## src/verilog/fault_status_consts.svh

```systemverilog
// constants and register map for the fault status capture block
// Overview of operation
// - A recorded precise data bus error latches the faulting data address into bus_fault_addr_reg.
// - A precise data bus error hands back the faulting instruction address as the stacked return pc.
// - A prefetch instruction bus error sets instruction_fetch_error_flag only when that instruction issues.
// - An instruction fetch error never writes bus_fault_addr_reg.
// - mem_fault_addr_valid reads one exactly while mem_fault_addr_reg holds a valid fault address.
// - An entry stacking violation sets entry_push_violation_flag and the stack pointer is still adjusted.
// - An entry stacking violation leaves mem_fault_addr_reg unwritten.
// - An unstacking violation sets return_pop_violation_flag and keeps the return stack, with no adjust or save.
// - An unstacking violation latches no address into mem_fault_addr_reg.
// - Every flag resets to zero, is sticky, clears on a written one and ignores a written zero.
// - Reserved bits 6:5 and 2 read zero and ignore writes.
`ifndef FAULT_STATUS_CONSTS_SVH
`define FAULT_STATUS_CONSTS_SVH

// register byte offsets
`define FS_STATUS_OFF     12'h000
`define FS_BUS_ADDR_OFF   12'h004
`define FS_MEM_ADDR_OFF   12'h008
`define FS_IRQ_MASK_OFF   12'h00C
// bit positions inside the status word
`define FS_BIT_PRECISE    9
`define FS_BIT_IFETCH     8
`define FS_BIT_MADDR_VLD  7
`define FS_BIT_ENTRY_PUSH 4
`define FS_BIT_RET_POP    3
// writable flag bits; 6:5 and 2 stay out
`define FS_FLAG_MASK      32'h0000_0398
// reset values
`define FS_STATUS_RST     32'h0000_0000
`define FS_ADDR_RST       32'h0000_0000
`define FS_MASK_RST       32'h0000_0000

`endif

```

## src/verilog/fault_status_pkg.sv

```systemverilog
// types shared by the fault status capture block
package fault_status_pkg;

	// one fault report from the core, valid for one cycle
	typedef struct packed {
		logic        precise_err;
		logic [31:0] data_addr;
		logic [31:0] instr_addr;
		logic        ifetch_err;
		logic        ifetch_issue;
		logic        entry_push_viol;
		logic        return_pop_viol;
		logic        mem_viol;
		logic [31:0] mem_addr;
	} fault_event_t;

	// stacking controls sent back to the core
	typedef struct packed {
		logic        sp_adjust_en;
		logic        new_save_en;
		logic [31:0] stacked_pc;
	} stack_ctrl_t;

endpackage

```

## src/verilog/fault_status_capture.sv

```systemverilog
// sticky fault flags, fault address latches and apb access
//
// The register offsets and the APB register port were chosen for this implementation.
`timescale 1ns/1ps
`include "fault_status_consts.svh"

module fault_status_capture (
	// clock and reset
	input  wire logic                         mclk,
	input  wire logic                         rst,
	// apb slave
	input  wire logic                         psel,
	input  wire logic                         penable,
	input  wire logic                         pwrite,
	input  wire logic [11:0]                  paddr,
	input  wire logic [31:0]                  pwdata,
	output logic                              pready,
	output logic                              pslverr,
	output logic      [31:0]                  prdata,
	// core fault reports
	input  wire fault_status_pkg::fault_event_t evt,
	output fault_status_pkg::stack_ctrl_t      stk,
	// interrupt
	output logic                              irq
);

	logic [31:0] flags_r;
	logic [31:0] bus_addr_r;
	logic [31:0] mem_addr_r;
	logic [31:0] mask_r;
	logic [31:0] set_nxt;
	logic [31:0] clr_nxt;
	logic        wr_acc;
	logic        rd_acc;
	logic        mapped;
	logic        ifetch_set;
	logic        mem_latch;

	// single-cycle access phase, no wait states
	assign pready  = 1'b1;
	assign wr_acc  = psel & penable & pwrite;
	assign rd_acc  = psel & penable & ~pwrite;
	assign mapped  = (paddr == `FS_STATUS_OFF) || (paddr == `FS_BUS_ADDR_OFF) ||
		(paddr == `FS_MEM_ADDR_OFF) || (paddr == `FS_IRQ_MASK_OFF);
	assign pslverr = psel & penable & ~mapped;

	// discarded prefetches never reach the flag
	assign ifetch_set = evt.ifetch_err & evt.ifetch_issue;
	// stacking violations do not qualify for an address capture
	assign mem_latch  = evt.mem_viol & ~evt.entry_push_viol & ~evt.return_pop_viol;

	// hardware set terms
	always_comb begin
		set_nxt = 32'h0000_0000;
		set_nxt[`FS_BIT_PRECISE]    = evt.precise_err;
		set_nxt[`FS_BIT_IFETCH]     = ifetch_set;
		set_nxt[`FS_BIT_MADDR_VLD]  = mem_latch;
		set_nxt[`FS_BIT_ENTRY_PUSH] = evt.entry_push_viol;
		set_nxt[`FS_BIT_RET_POP]    = evt.return_pop_viol;
	end

	// write-one clear, confined to real flag bits
	assign clr_nxt = (wr_acc && paddr == `FS_STATUS_OFF) ? (pwdata & `FS_FLAG_MASK)
		: 32'h0000_0000;

	// sticky flags; set wins so a coinciding event is never lost
	always_ff @(posedge mclk) begin
		if (rst) begin
			flags_r <= `FS_STATUS_RST;
		end else begin
			flags_r <= ((flags_r & ~clr_nxt) | set_nxt) & `FS_FLAG_MASK;
		end
	end

	// bus fault address; only precise errors carry a usable address
	always_ff @(posedge mclk) begin
		if (rst) begin
			bus_addr_r <= `FS_ADDR_RST;
		end else if (evt.precise_err) begin
			bus_addr_r <= evt.data_addr;
		end
	end

	// memory fault address, paired with the valid flag
	always_ff @(posedge mclk) begin
		if (rst) begin
			mem_addr_r <= `FS_ADDR_RST;
		end else if (mem_latch) begin
			mem_addr_r <= evt.mem_addr;
		end
	end

	// interrupt mask
	always_ff @(posedge mclk) begin
		if (rst) begin
			mask_r <= `FS_MASK_RST;
		end else if (wr_acc && paddr == `FS_IRQ_MASK_OFF) begin
			mask_r <= pwdata & `FS_FLAG_MASK;
		end
	end

	// read data registered at the setup edge; unmapped reads give zero
	always_ff @(posedge mclk) begin
		if (rst) begin
			prdata <= 32'h0000_0000;
		end else if (psel & ~penable & ~pwrite) begin
			if (paddr == `FS_STATUS_OFF) begin
				prdata <= flags_r;
			end else if (paddr == `FS_BUS_ADDR_OFF) begin
				prdata <= bus_addr_r;
			end else if (paddr == `FS_MEM_ADDR_OFF) begin
				prdata <= mem_addr_r;
			end else if (paddr == `FS_IRQ_MASK_OFF) begin
				prdata <= mask_r;
			end else begin
				prdata <= 32'h0000_0000;
			end
		end
	end

	// stacking control; unstack fault keeps the old frame in place
	always_ff @(posedge mclk) begin
		if (rst) begin
			stk <= '0;
		end else begin
			stk.sp_adjust_en <= ~evt.return_pop_viol;
			stk.new_save_en  <= ~evt.return_pop_viol;
			stk.stacked_pc   <= evt.instr_addr;
		end
	end

	// level interrupt
	assign irq = |(flags_r & mask_r);

	// flag set one cycle after its event
	precise_set_a: assert property (@(posedge mclk) disable iff (rst)
		evt.precise_err |=> flags_r[`FS_BIT_PRECISE] && bus_addr_r == $past(evt.data_addr))
		else $error("precise error not captured");
	stacked_pc_a: assert property (@(posedge mclk) disable iff (rst)
		evt.precise_err |=> stk.stacked_pc == $past(evt.instr_addr))
		else $error("stacked pc mismatch");
	ifetch_gate_a: assert property (@(posedge mclk) disable iff (rst)
		!flags_r[`FS_BIT_IFETCH] && !(evt.ifetch_err && evt.ifetch_issue)
		|=> !flags_r[`FS_BIT_IFETCH])
		else $error("fetch flag set without issue");
	ifetch_noaddr_a: assert property (@(posedge mclk) disable iff (rst)
		!evt.precise_err |=> $stable(bus_addr_r))
		else $error("bus address written without precise error");
	valid_pair_a: assert property (@(posedge mclk) disable iff (rst)
		mem_latch |=> flags_r[`FS_BIT_MADDR_VLD] && mem_addr_r == $past(evt.mem_addr))
		else $error("mem address valid mismatch");
	entry_push_a: assert property (@(posedge mclk) disable iff (rst)
		evt.entry_push_viol |=> flags_r[`FS_BIT_ENTRY_PUSH] && stk.sp_adjust_en
		|| $past(evt.return_pop_viol))
		else $error("entry push flag missing");
	entry_noaddr_a: assert property (@(posedge mclk) disable iff (rst)
		evt.entry_push_viol |=> $stable(mem_addr_r))
		else $error("mem address written on entry push");
	return_pop_a: assert property (@(posedge mclk) disable iff (rst)
		evt.return_pop_viol |=> flags_r[`FS_BIT_RET_POP] && !stk.sp_adjust_en
		&& !stk.new_save_en && $stable(mem_addr_r))
		else $error("return pop handling wrong");
	w1c_clear_a: assert property (@(posedge mclk) disable iff (rst)
		wr_acc && paddr == `FS_STATUS_OFF && pwdata[`FS_BIT_RET_POP] && !evt.return_pop_viol
		|=> !flags_r[`FS_BIT_RET_POP])
		else $error("write one did not clear");
	w0_keep_a: assert property (@(posedge mclk) disable iff (rst)
		flags_r[`FS_BIT_PRECISE] && !(wr_acc && paddr == `FS_STATUS_OFF
		&& pwdata[`FS_BIT_PRECISE]) |=> flags_r[`FS_BIT_PRECISE])
		else $error("flag lost without write one");
	reserved_zero_a: assert property (@(posedge mclk) disable iff (rst)
		flags_r[6:5] == 2'h0 && flags_r[2] == 1'b0)
		else $error("reserved bits not zero");
	set_wins_a: assert property (@(posedge mclk) disable iff (rst)
		evt.entry_push_viol && wr_acc && paddr == `FS_STATUS_OFF
		|=> flags_r[`FS_BIT_ENTRY_PUSH])
		else $error("clear beat set");
	irq_level_a: assert property (@(posedge mclk) disable iff (rst)
		irq == |(flags_r & mask_r))
		else $error("irq level wrong");

	// bus handshake: never a wait state, error only off the map
	pready_high_a: assert property (@(posedge mclk) disable iff (rst)
		pready)
		else $error("pready dropped");
	// unmapped access must flag an error
	slverr_unmap_a: assert property (@(posedge mclk) disable iff (rst)
		psel && penable && !mapped |-> pslverr)
		else $error("unmapped access without error");
	// mapped access must not flag an error
	slverr_map_a: assert property (@(posedge mclk) disable iff (rst)
		psel && penable && mapped |-> !pslverr)
		else $error("mapped access flagged error");

	// read data loaded at the setup edge, one check per register
	rd_status_a: assert property (@(posedge mclk) disable iff (rst)
		psel && !penable && !pwrite && paddr == `FS_STATUS_OFF |=> prdata == $past(flags_r))
		else $error("status read wrong");
	rd_bus_addr_a: assert property (@(posedge mclk) disable iff (rst)
		psel && !penable && !pwrite && paddr == `FS_BUS_ADDR_OFF |=> prdata == $past(bus_addr_r))
		else $error("bus address read wrong");
	rd_mem_addr_a: assert property (@(posedge mclk) disable iff (rst)
		psel && !penable && !pwrite && paddr == `FS_MEM_ADDR_OFF |=> prdata == $past(mem_addr_r))
		else $error("mem address read wrong");
	rd_mask_a: assert property (@(posedge mclk) disable iff (rst)
		psel && !penable && !pwrite && paddr == `FS_IRQ_MASK_OFF |=> prdata == $past(mask_r))
		else $error("mask read wrong");
	// reads off the map must not leak stale data
	rd_unmapped_a: assert property (@(posedge mclk) disable iff (rst)
		psel && !penable && !pwrite && !mapped |=> prdata == 32'h0000_0000)
		else $error("unmapped read not zero");

	// mask register takes only flag positions
	mask_write_a: assert property (@(posedge mclk) disable iff (rst)
		wr_acc && paddr == `FS_IRQ_MASK_OFF |=> mask_r == ($past(pwdata) & `FS_FLAG_MASK))
		else $error("mask write wrong");
	// mask changes only on its own write
	mask_hold_a: assert property (@(posedge mclk) disable iff (rst)
		!(wr_acc && paddr == `FS_IRQ_MASK_OFF) |=> $stable(mask_r))
		else $error("mask changed without write");
	// mask keeps the status layout
	mask_layout_a: assert property (@(posedge mclk) disable iff (rst)
		(mask_r & ~`FS_FLAG_MASK) == 32'h0000_0000)
		else $error("mask holds non-flag bits");

	// software cannot overwrite the bus fault address
	bus_addr_ro_a: assert property (@(posedge mclk) disable iff (rst)
		wr_acc && paddr == `FS_BUS_ADDR_OFF && !evt.precise_err |=> $stable(bus_addr_r))
		else $error("bus address written by software");
	// a fetch error alone leaves the bus fault address alone
	ifetch_keep_a: assert property (@(posedge mclk) disable iff (rst)
		evt.ifetch_err && !evt.precise_err |=> $stable(bus_addr_r))
		else $error("fetch error wrote bus address");
	// memory address moves only together with its valid flag
	mem_addr_hold_a: assert property (@(posedge mclk) disable iff (rst)
		!mem_latch |=> $stable(mem_addr_r))
		else $error("mem address moved without capture");

	// no flag rises without its own event
	valid_only_a: assert property (@(posedge mclk) disable iff (rst)
		!mem_latch && !flags_r[`FS_BIT_MADDR_VLD] |=> !flags_r[`FS_BIT_MADDR_VLD])
		else $error("valid flag set without capture");
	push_only_a: assert property (@(posedge mclk) disable iff (rst)
		!evt.entry_push_viol && !flags_r[`FS_BIT_ENTRY_PUSH] |=> !flags_r[`FS_BIT_ENTRY_PUSH])
		else $error("push flag set without event");
	pop_only_a: assert property (@(posedge mclk) disable iff (rst)
		!evt.return_pop_viol && !flags_r[`FS_BIT_RET_POP] |=> !flags_r[`FS_BIT_RET_POP])
		else $error("pop flag set without event");
	precise_only_a: assert property (@(posedge mclk) disable iff (rst)
		!evt.precise_err && !flags_r[`FS_BIT_PRECISE] |=> !flags_r[`FS_BIT_PRECISE])
		else $error("precise flag set without event");
	// an issued faulting fetch must leave its mark
	ifetch_set_a: assert property (@(posedge mclk) disable iff (rst)
		evt.ifetch_err && evt.ifetch_issue |=> flags_r[`FS_BIT_IFETCH])
		else $error("issued fetch error not flagged");

	// stacking stays enabled unless an unstack fault was seen
	stk_normal_a: assert property (@(posedge mclk) disable iff (rst)
		!evt.return_pop_viol |=> stk.sp_adjust_en && stk.new_save_en)
		else $error("stacking blocked without pop fault");
	// only flag positions can ever read one
	non_flag_zero_a: assert property (@(posedge mclk) disable iff (rst)
		(flags_r & ~`FS_FLAG_MASK) == 32'h0000_0000)
		else $error("non-flag bit set");
	// a quiet write-one clears every named flag
	w1c_all_a: assert property (@(posedge mclk) disable iff (rst)
		wr_acc && paddr == `FS_STATUS_OFF && set_nxt == 32'h0000_0000
		|=> (flags_r & $past(pwdata) & `FS_FLAG_MASK) == 32'h0000_0000)
		else $error("write one left a flag set");
	// an interrupt needs a flag behind it
	irq_cause_a: assert property (@(posedge mclk) disable iff (rst)
		irq |-> |flags_r)
		else $error("irq without flag");

	// reset clears flags, mask and stacking controls
	reset_flags_a: assert property (@(posedge mclk)
		rst |=> flags_r == 32'h0000_0000 && mask_r == 32'h0000_0000)
		else $error("reset left state");
	reset_stk_a: assert property (@(posedge mclk)
		rst |=> stk == '0)
		else $error("reset left stacking controls");

	precise_seen_c: cover property (@(posedge mclk) disable iff (rst) evt.precise_err);
	ifetch_drop_c: cover property (@(posedge mclk) disable iff (rst)
		evt.ifetch_err && !evt.ifetch_issue);
	pop_viol_c: cover property (@(posedge mclk) disable iff (rst) evt.return_pop_viol);
	set_clear_c: cover property (@(posedge mclk) disable iff (rst)
		|set_nxt && |clr_nxt);
	// unmasked flag raising the interrupt
	irq_raised_c: cover property (@(posedge mclk) disable iff (rst) irq);

endmodule

```

## config.mk

```make
export PLATFORM = sky130hd
export DESIGN_NAME = fault_status_capture
export DESIGN_NICKNAME = d
export VERILOG_FILES = /design/src/verilog/fault_status_pkg.sv /design/src/verilog/fault_status_capture.sv
export VERILOG_INCLUDE_DIRS = /design/src /design/src/verilog
export SDC_FILE = /design/constraint.sdc
export NUM_CORES = 1
export LEC_CHECK = 0
export ABC_AREA = 1
export BUFFER_PORTS_ARGS = -buffer_cell sky130_fd_sc_hd__buf_2
export CORE_MARGIN = 4
export CORE_UTILIZATION = 48
export CTS_BUF_LIST = sky130_fd_sc_hd__clkbuf_16
export CTS_CLUSTER_DIAMETER = 200
export DETAILED_ROUTE_END_ITERATION = 7
export PLACE_DENSITY = 0.77
export SLEW_MARGIN = 15
export SYNTH_ARGS = -nofsm -noshare
export SYNTH_HDL_FRONTEND = slang
export SYNTH_SLANG_ARGS = --single-unit
```

## constraint.sdc

```tcl
create_clock -name mclk -period 1.7 [get_ports mclk]
set_input_delay 0.255 -clock mclk [delete_from_list [all_inputs] [get_ports mclk]]
set_output_delay 0.255 -clock mclk [all_outputs]
set_load 0.01 [all_outputs]
```

==> results of run 1 <==
sequential cells by signal (all words and copies together) (netlist names):
register / count
bus_addr_r: 32
flags_r: 5
mask_r: 5
mem_addr_r: 32
prdata: 32
stk: 33
power breakdown:
part           total, W  switching, W  internal (W)
combinational  0.000580      0.000337      0.000243
clock           0.00347       0.00135       0.00212
sequential      0.00345     0.0000522       0.00340
how the worst max path moves through the flow:
stage | cells after the start | end
finish | 4 | irq
global route | 9 | pslverr
CTS | 4 | irq
detailed placement | 10 | prdata[0]
global placement | 10 | prdata[1]
floorplan | 7 | pslverr
layer usage:
metal	global-route usage, %	up-vias	routed length (µm)
met2	37.14	162	7018
met1	27.85	2377	6181
li1	-	2691	-
met5	0	-	0
met3	6.395	22	961
met4	9.026	0	320
cell families after synthesis:
| family | Yosys count | synth area share (%) |
|---|---|---|
| and+or+nand+nor | 323 | 24.88 |
| AOI/OAI and AO/OA | 146 | 15.08 |
| DFF | 139 | 51.20 |
| buffers and inverters | 116 | 8.771 |
| other | 1 | 0.06899 |
final cells by class:
cell class | instances | area, µm² | area share, %
well taps | 140 | 175.2 | 2.449
flip-flops and latches | 139 | 2783 | 38.90
multi-input cells | 470 | 2193 | 30.66
repair buffers | 216 | 1194 | 16.69
inverters | 67 | 251.5 | 3.516
clock buffers | 17 | 425.4 | 5.947
clock inverters | 14 | 131.4 | 1.837
tightest hold or removal path: cells and delay by family:
| kind | cells | cell delay, ns |
|---|---|---|
| buf+inv | 2 | 0.10 |
| simple gates | 1 | 0.06 |
per-stage QoR:
stage | util (%) | instances | area (µm²) | setup slack [ns]
after global routing | 65.13 | 1063 | 7153 | 0.06306
after floorplan | - | 725 | 5435 | 0.3044
after global placement | 60.06 | 1032 | 6596 | 0.1051
final | 65.13 | 1063 | 7153 | 0.1291
after CTS | 65.13 | 1063 | 7153 | 0.1223
after detailed placement | 60.06 | 1032 | 6596 | 0.08817
cell usage in the layout, fill, tap and decap left out, types with 2 or more instances in the layout:
| master | instances |
|---|---|
| sky130_fd_sc_hd__clkinvlp_4 | 3 |
| sky130_fd_sc_hd__buf_2 | 191 |
| sky130_fd_sc_hd__clkinv_1 | 3 |
| sky130_fd_sc_hd__inv_2 | 2 |
| sky130_fd_sc_hd__nor2_1 | 142 |
| sky130_fd_sc_hd__clkinv_2 | 4 |
| sky130_fd_sc_hd__buf_12 | 4 |
| sky130_fd_sc_hd__nand4_1 | 10 |
| sky130_fd_sc_hd__nor3_4 | 2 |
| sky130_fd_sc_hd__o21ai_0 | 74 |
| sky130_fd_sc_hd__o21a_1 | 5 |
| sky130_fd_sc_hd__nand2_1 | 105 |
| sky130_fd_sc_hd__bufinv_16 | 2 |
| sky130_fd_sc_hd__a21oi_1 | 47 |
| sky130_fd_sc_hd__nand3_1 | 59 |
| sky130_fd_sc_hd__nor2_2 | 2 |
| sky130_fd_sc_hd__a21oi_2 | 9 |
| sky130_fd_sc_hd__dfxtp_1 | 139 |
| sky130_fd_sc_hd__inv_1 | 65 |
| sky130_fd_sc_hd__buf_4 | 21 |
| sky130_fd_sc_hd__o21ai_2 | 9 |
| sky130_fd_sc_hd__clkbuf_16 | 17 |
==> results by group, run 1 <==
Outcome
  • Status: finished clean

Power
  • Design Power: 0.007507 W
  • Total leakage power: 3.412 nW
  • Peak supply drop: 0.7381 mV
  • Power Dens Cells: 1050 nW/µm²

Synth
  • Most common cell in the netlist: sky130_fd_sc_hd__nor2_1
  • Net Count, Synth: 876
  • Proportion of netlist area held by the largest area contributor: 51.20%
  • Gate count of the mapped netlist: 725
  • Sequential area share after synthesis: 51.20%
  • Ranking of synthesized cells by instance count: sky130_fd_sc_hd__nor2_1 (142), sky130_fd_sc_hd__dfxtp_1 (139), sky130_fd_sc_hd__nand2_1 (105)
  • FFs w/ async S/R, synth: 0%
  • Number of enable flip-flop cells after synthesis: 0
  • Mapped Avg Cell Area: 7.497 µm²
  • Netlist area before placement: 5435 µm²
  • Number of synthesized register bits: 139
  • Number of distinct standard cells referenced by the synthesized netlist: 22
  • Syn. warnings: 0
  • Primary FF master, synth: sky130_fd_sc_hd__dfxtp_1
  • Dominant cells by area after synthesis: sky130_fd_sc_hd__dfxtp_1 (51%), sky130_fd_sc_hd__nor2_1 (9.8%), sky130_fd_sc_hd__nand2_1 (7.3%)
  • Area leader, netlist: sky130_fd_sc_hd__dfxtp_1

Worst hold path
  • Tightest Hold Check Type: input pin to flop
  • Depth of the worst hold-timing path: 3
  • Terminating pin of the worst hold path: stk[14]
  • Startpoint of the tightest hold check path: evt[51]

Critical path
  • Crit Reg-Reg Endpoint: prdata[4]
  • Worst reg2reg path depth: 6
  • Capturing element type of the critical path: output pin
  • Startpoint of the worst setup timing path: flags_r[8]
  • Worst R2R Setup Slack: ~0.86 ns
  • Cell class contributing the biggest share of worst-path delay: flip-flops
  • Required time worst endpoint: 1.44 ns
  • CP startpoint kind: flop
  • Peak per-stage delay on the critical path: 0.33 ns
  • Buffers plus inverters on the worst setup path: 1
  • Cell Chain, Critical Path: nand2_1 -> nand3_1 -> a221o_1 -> buf_2
  • Arr. time, crit path: between 1 and 1.5 ns
  • Max stage delay cell, worst path: sky130_fd_sc_hd__dfxtp_1
  • Critical-path maximum fanout: 3
  • Launch instance of the worst register-to-register path: bus_addr_r[4]
  • Crit Path Class: flop to output pin

Layout
  • Fin nets: 1062
  • Area added between synthesis and finish: 31.61%
  • Count of inserted antenna diode cells: 0
  • Filler cells: about 990
  • Fraction of final layout cells sized beyond drive strength 1: between 20 and 30%

Die
  • Site Rows: 38
  • Die W: 114.4 µm
  • Ports placed on the boundary: 220
  • Die Y-Extent: 114.4 µm
  • Initial Util: 49.49%
  • Die area: 13090 µm²
  • Std-Cell Core Area: 10980 µm²

Global route
  • Total gr overflow: 0
  • Pin count of the biggest net entering global routing: 70
  • Total routing resource utilization after global routing: 22.56%
  • Antenna violations before repair: 0
  • Global-route wire length before repair: 23320 µm
  • Vias in the first global route: about 5000

Timing
  • Final critical path time including I/O delays and setup: 1.571 ns
  • Number of hold-slack violations in the final timing report: 0
  • Final setup skew: 0.006881 ns
  • Post-route fraction of the period consumed by the critical path: between 90% and 100%
  • Worst hold slack: roughly 0.044 ns
  • Setup violation total in the final timing report: 0
  • Fmax: 636.6 MHz
  • Number of slew-limit violations in the final report: 0
  • Setup TNS: 0 ns
  • RSZ-0062 raised after global routing: no

Routing
  • 1st-pass router iterations: 4
  • Routed wire length: 14480 µm
  • DR iter-0 viols: approximately 250
  • Vias per std cell: 4.941
  • Total number of vias: 5252
  • DRC violation count after routing: 0
  • Routed wire per std cell: between 10 and 15 µm
  • Antenna-violating nets left: 0

Job
  • Max-capacitance violation count: 0

Placement
  • Dpl hpwl: 10090 µm
  • Global placer's final weighted congestion: 0.8532
  • Count of input and output buffers: 191

CTS
  • Number of instances resized during post-cts repair: 0
  • Clock tree from TritonCTS: built
  • Clock H-tree levels: 4
  • Number of buffers created by CTS: 17
  • CTS root buf: sky130_fd_sc_hd__clkbuf_16
  • Number of clock sinks seen by CTS: 139
  • Hold-fix buffer count after cts: 0
  • Clock Tree Buf Depth: 2
  • Clock-pin transition on the worst setup and hold timing paths: 0.06 ns
  • Worst skew pair latency: 0.41 ns
  • Setup bufs post-CTS: 0
(Power assumes the default switching activity.)
==> inputs of run 2 (changes only) <==
Settings changed: CORE_UTILIZATION 48 to 50, CTS_BUF_LIST sky130_fd_sc_hd__clkbuf_16 to sky130_fd_sc_hd__clkbuf_4 sky130_fd_sc_hd__clkbuf_8, MAX_ROUTING_LAYER set to met4, PLACE_DENSITY 0.77 to 0.8.
==> results by group, run 2 (same netlist as run 1, synthesis figures left out) <==
Critical path
  • Critical-path maximum fanout: 3
  • CP startpoint kind: flop
  • Peak per-stage delay on the critical path: roughly 0.34 ns
  • Arr. time, crit path: 1.34 ns
  • Cell Chain, Critical Path: nand2_1 -> nand3_1 -> a221o_1 -> buf_2
  • Crit Path Class: flop to output pin
  • Capturing element type of the critical path: output pin
  • Required time worst endpoint: approximately 1.4 ns
  • Max stage delay cell, worst path: sky130_fd_sc_hd__dfxtp_1

Layout
  • Fraction of final layout cells sized beyond drive strength 1: between 20% and 30%
  • Area added between synthesis and finish: 34.83%
  • Top library cells by usage in the layout, fill and taps aside: sky130_fd_sc_hd__buf_2 (191), sky130_fd_sc_hd__nor2_1 (142), sky130_fd_sc_hd__dfxtp_1 (139), sky130_fd_sc_hd__nand2_1 (105), sky130_fd_sc_hd__o21ai_0 (74)
  • Register name with the most flops: stk
  • Leading cell type in the layout, fill and taps excluded: sky130_fd_sc_hd__buf_2
  • Util after Layout: 70.04%
  • Final instance area: 7328 µm²
  • Count of inserted antenna diode cells: 0
  • Flip-flop count of the largest register, all copies and words added: 33
  • Filler cells: 850
  • Fin nets: 1095

Timing
  • Worst hold slack: -0.002254 ns
  • Setup violation total in the final timing report: 0
  • Final critical path time including I/O delays and setup: approximately 1.6 ns
  • Worst-margin pin slew: 0.9303 ns
  • Fmax: 626.1 MHz
  • Max transition margin: between 30% and 40%
  • Post-route fraction of the period consumed by the critical path: a little over nine tenths
  • RSZ-0062 raised after global routing: no
  • Number of slew-limit violations in the final report: 0
  • Final setup skew: 0.01487 ns
  • Setup TNS: 0 ns
  • Number of hold-slack violations in the final timing report: 1

Power
  • Net switching fraction of the power: 26.53%
  • Total leakage power: ~3.5 nW
  • Internal Power: 0.005043 W
  • Sequential share of power: between 50% and 60%
  • Clock Power Share: 40.4%
  • Part of the power in combinational logic: 9.4%
  • Power Dens Cells: 936.6 nW/µm²
  • Peak supply drop: between 0.7 and 0.8 mV
  • NetSw: 0.001821 W

Job
  • Max-capacitance violation count: 0

Global route
  • Total gr overflow: 0
  • Total routing resource utilization after global routing: about a quarter
  • Vias in the first global route: 5121
  • Global-route wire length before repair: between 20000 and 25000 µm
  • Pin count of the biggest net entering global routing: 49
  • Antenna violations before repair: 0

Die
  • Initial Util: 51.95%
  • Ports placed on the boundary: 220
  • Die area: 12600 µm²
  • Std-Cell Core Area: between 10000 and 15000 µm²
  • Die Y-Extent: around 110 µm
  • Die W: 112.3 µm
  • Site Rows: 37

Outcome
  • Violated checks: hold timing
  • Status: complete, but fails checks

CTS
  • Worst skew pair latency: 0.45 ns
  • Clock-pin transition on the worst setup and hold timing paths: about 0.10 ns
  • Clock H-tree levels: 4
  • Clock Tree Buf Depth: 2
  • CTS root buf: sky130_fd_sc_hd__clkbuf_8
  • Number of clock sinks seen by CTS: around 140
  • Number of buffers created by CTS: 17
  • Clock tree from TritonCTS: built

Routing
  • Total number of vias: 5423
  • Routed wire per std cell: approximately 14 µm
  • Routed wire length: 15360 µm
  • Antenna-violating nets left: 0
  • 1st-pass router iterations: 5
  • DRC violation count after routing: 0
  • Vias per std cell: 4.962
  • DR iter-0 viols: between 300 and 400

Placement
  • Global placer's final weighted congestion: 0.8579
  • Dpl hpwl: 10050 µm
  • Post-place instance area: 6566 µm²
  • Count of input and output buffers: approximately 190

Worst hold path
  • Tightest Hold Check Type: input pin to flop
==> run 2: changes by cell type in the layout (fill, tap and decap cells not counted), moves of 3 or more <==
cell and delta:
sky130_fd_sc_hd__inv_8 +3, sky130_fd_sc_hd__clkbuf_8 +17, sky130_fd_sc_hd__inv_6 +4, sky130_fd_sc_hd__buf_4 +4, sky130_fd_sc_hd__dlygate4sd3_1 +30, sky130_fd_sc_hd__clkinv_2 -4
sky130_fd_sc_hd__clkbuf_16 -16
==> run 2: routing by layer <==
metal | global-route usage [%] | wire, µm
met4 | 9.856 | 328
met5 | - | 0
met3 | 5.121 | 1002
met2 | 41.80 | 7726
met1 | 28.14 | 6299
==> run 2: worst max-delay path, delay by kind of cell, from the launching register on <==
family | cells | cell delay, ns
simple gates | 2 | 0.14
flops | 1 | 0.34
buf+inv | 1 | 0.14
compound gates | 1 | 0.27
==> run 2: metrics by stage <==
stage | cells | setup WS (ns) | power, W
6_report | 1093 | 0.1029 | 0.006864
4_1_cts | 1090 | 0.04480 | 0.006901
3_5_place_dp | 1028 | -0.02603 | 0.004099
2_1_floorplan | 725 | 0.3044 | 0.003815
3_3_place_gp | 1028 | 0.02897 | 0.004084
5_1_grt | 1093 | 0.03684 | 0.007127
==> run 2: worst paths after layout <==
check	from	end	slack, ns	depth (start not counted)
worst max-delay path	flags_r[4]	irq	0.10	4
worst min-delay path	evt[67]	stk[30]	-0.002	3
worst max register to register	bus_addr_r[8]	prdata[8]	0.86	6
worst min register to register	mem_addr_r[2]	mem_addr_r[2]	0.45	2
==> run 2: final cells by class <==
class	count	area, µm²	share of cell area (%)
Clock buffer	17	234.0	3.193
Clock inverter	15	178.9	2.442
Timing Repair Buffer	249	1509	20.59
Sequential cell	139	2783	37.97
Multi-Input combinational cell	470	2202	30.05
Tap cell	136	170.2	2.322
Inverter	67	251.5	3.432
==> run 2: what timing repair did <==
item / 4_1_cts / 5_1_grt
hold buffers: 30 / 0
hold endpoints to repair: 30 / 0
resized for setup: 0 / 1
buffers inserted: 0 / 2
setup endpoints to repair: 0 / 1
==> run 2: power groups by stage <==
stage / clock [W] / combinational [W] / sequential [W]
global route: 0.00295 / 0.000716 / 0.00346
CTS: 0.00282 / 0.000634 / 0.00345
global placement: 0 / 0.000567 / 0.00352
floorplan: 0 / 0.000280 / 0.00354
finish: 0.00277 / 0.000642 / 0.00345
detailed placement: 0 / 0.000576 / 0.00352
==> inputs of run 3 (changes only) <==
Settings changed: CORE_UTILIZATION 50 to 48, CTS_BUF_LIST sky130_fd_sc_hd__clkbuf_4 sky130_fd_sc_hd__clkbuf_8 to unset, PLACE_DENSITY 0.8 to 0.77.
==> results by group, run 3 (same netlist as run 1, synthesis figures left out) <==
Routing
  • Vias per std cell: 4.963
  • 1st-pass router iterations: 4
  • DR iter-0 viols: 260
  • Routed wire length: 14620 µm
  • Antenna-violating nets left: 0
  • Routed wire per std cell: 13.75 µm
  • Total number of vias: about 5300
  • DRC violation count after routing: 0

Critical path
  • Launch instance of the worst register-to-register path: bus_addr_r[4]
  • Cell Chain, Critical Path: nand2_1 -> nand3_1 -> a221o_1 -> buf_2
  • Cell class contributing the biggest share of worst-path delay: flip-flops
  • Arr. time, crit path: 1.32 ns
  • Max stage delay cell, worst path: sky130_fd_sc_hd__dfxtp_1
  • Critical-path maximum fanout: 3
  • Buffers plus inverters on the worst setup path: 1
  • Crit Path Class: flop to output pin
  • Worst R2R Setup Slack: ~0.85 ns
  • Required time worst endpoint: 1.44 ns
  • Crit Reg-Reg Endpoint: prdata[4]
  • Worst reg2reg path depth: 6
  • CP startpoint kind: flop
  • Peak per-stage delay on the critical path: 0.33 ns
  • Capturing element type of the critical path: output pin

CTS
  • Hold-fix buffer count after cts: 0
  • Worst skew pair latency: 0.41 ns
  • Setup bufs post-CTS: 0
  • Number of instances resized during post-cts repair: 0
  • Number of buffers created by CTS: 17
  • Clock Tree Buf Depth: 2
  • Number of clock sinks seen by CTS: 139
  • Clock tree from TritonCTS: built
  • Clock-pin transition on the worst setup and hold timing paths: 0.06 ns
  • CTS root buf: sky130_fd_sc_hd__clkbuf_16
  • Clock H-tree levels: 4

Worst hold path
  • Terminating pin of the worst hold path: stk[23]
  • Startpoint of the tightest hold check path: evt[60]
  • Tightest Hold Check Type: input pin to flop
  • Depth of the worst hold-timing path: 3

Die
  • Die area: 13090 µm²
  • Initial Util: 49.49%
  • Ports placed on the boundary: 220
  • Die Y-Extent: approximately 110 µm
  • Die W: 114.4 µm
  • Site Rows: 38
  • Std-Cell Core Area: 10980 µm²

Timing
  • Fmax: about 640 MHz
  • Number of slew-limit violations in the final report: 0
  • Final critical path time including I/O delays and setup: between 1.5 and 2 ns
  • Number of hold-slack violations in the final timing report: 0
  • Setup violation total in the final timing report: 0
  • Final setup skew: 0.006412 ns
  • Post-route fraction of the period consumed by the critical path: 92.51%
  • RSZ-0062 raised after global routing: no
  • Setup TNS: 0 ns

Placement
  • Global placer's final weighted congestion: 0.8668
  • Count of input and output buffers: 191
  • Post-place instance area: 6596 µm²
  • Dpl hpwl: 10090 µm

Global route
  • Vias in the first global route: slightly above 5000
  • Total routing resource utilization after global routing: 23.33%
  • Pin count of the biggest net entering global routing: 70
  • Total gr overflow: 0
  • Antenna violations before repair: 0
  • Global-route wire length before repair: 23430 µm

Job
  • Max-capacitance violation count: 0

Layout
  • Count of inserted antenna diode cells: 0
  • Fraction of final layout cells sized beyond drive strength 1: between 20 and 30%
  • Final instance area: about 7200 µm²
  • Flip-flop count of the largest register, all copies and words added: 33
  • Leading cell type in the layout, fill and taps excluded: sky130_fd_sc_hd__buf_2
  • Filler cells: 979
  • Top library cells by usage in the layout, fill and taps aside: sky130_fd_sc_hd__buf_2 (191), sky130_fd_sc_hd__nor2_1 (142), sky130_fd_sc_hd__dfxtp_1 (139), sky130_fd_sc_hd__nand2_1 (105), sky130_fd_sc_hd__o21ai_0 (74)
  • Fin nets: roughly 1100
  • Area added between synthesis and finish: 31.98%
  • Register name with the most flops: stk

Power
  • Design Power: ~0.0076 W
  • Peak supply drop: roughly 0.74 mV
  • Power Dens Cells: 1062 nW/µm²
  • Total leakage power: ~3.4 nW

Outcome
  • Status: finished clean
-- run 3: cell count changes in the layout (fill, tap and decap cells not counted), sizes merged --
cell,change
buf,-2
clkbuf,+2
clkinv,+1
clkinvlp,+1
dlygate4sd3,-30
inv,-6
-- run 3: how the worst max path moves through the flow --
| stage | startpoint | endpoint | slack (ns) | cells past startpoint |
|---|---|---|---|---|
| 2_1_floorplan | paddr[0] | pslverr | 0.30 | 7 |
| 3_3_place_gp | paddr[0] | prdata[1] | 0.11 | 10 |
| 3_5_place_dp | paddr[0] | prdata[0] | 0.09 | 10 |
| 4_1_cts | flags_r[8] | irq | 0.12 | 4 |
| 5_1_grt | paddr[9] | pslverr | 0.06 | 9 |
| 6_report | flags_r[8] | irq | 0.13 | 4 |
-- run 3: area by class of cell --
class	count	area [µm²]	share of cell area, %
Timing Repair Buffer	216	1194	16.64
Multi-Input combinational cell	470	2193	30.58
Sequential cell	139	2783	38.79
Tap cell	140	175.2	2.442
Clock buffer	20	456.7	6.367
Clock inverter	11	120.1	1.675
Inverter	67	251.5	3.506
-- run 3: metrics by stage --
| stage | setup WS, ns | cells | hold slack [ns] | util (%) |
|---|---|---|---|---|
| after floorplan | 0.3044 | 725 | 0.3274 | - |
| after global placement | 0.1051 | 1032 | 0.4324 | 60.06 |
| after detailed placement | 0.08817 | 1032 | 0.4388 | 60.06 |
| after CTS | 0.1226 | 1063 | 0.02660 | 65.31 |
| after global routing | 0.06306 | 1063 | 0.02034 | 65.31 |
| final | 0.1274 | 1063 | 0.03877 | 65.31 |
-- run 3: worst min-delay path: stages --
cell and delay (ns):
sky130_fd_sc_hd__buf_2 0.07, sky130_fd_sc_hd__inv_1 0.03, sky130_fd_sc_hd__nor2_1 0.06
-- run 3: layer usage --
| metal | part of all wire (%) | global-route usage, % | routed length, µm | vias to the layer above |
|---|---|---|---|---|
| li1 | - | - | - | 2690 |
| met2 | 48 | 37.64 | 7037 | 177 |
| met5 | 0 | - | 0 | - |
| met4 | 2.3 | 8.630 | 337 | 0 |
| met1 | 43 | 28.25 | 6242 | 2385 |
| met3 | 6.9 | 5.814 | 1002 | 24 |
-- run 3: power by group --
group          internal (W)  switching [W]  leakage (nW)  total, W
logic              0.000243       0.000339          2.00  0.000582
registers           0.00340      0.0000523          1.14   0.00345
clock network       0.00222        0.00136         0.278   0.00358
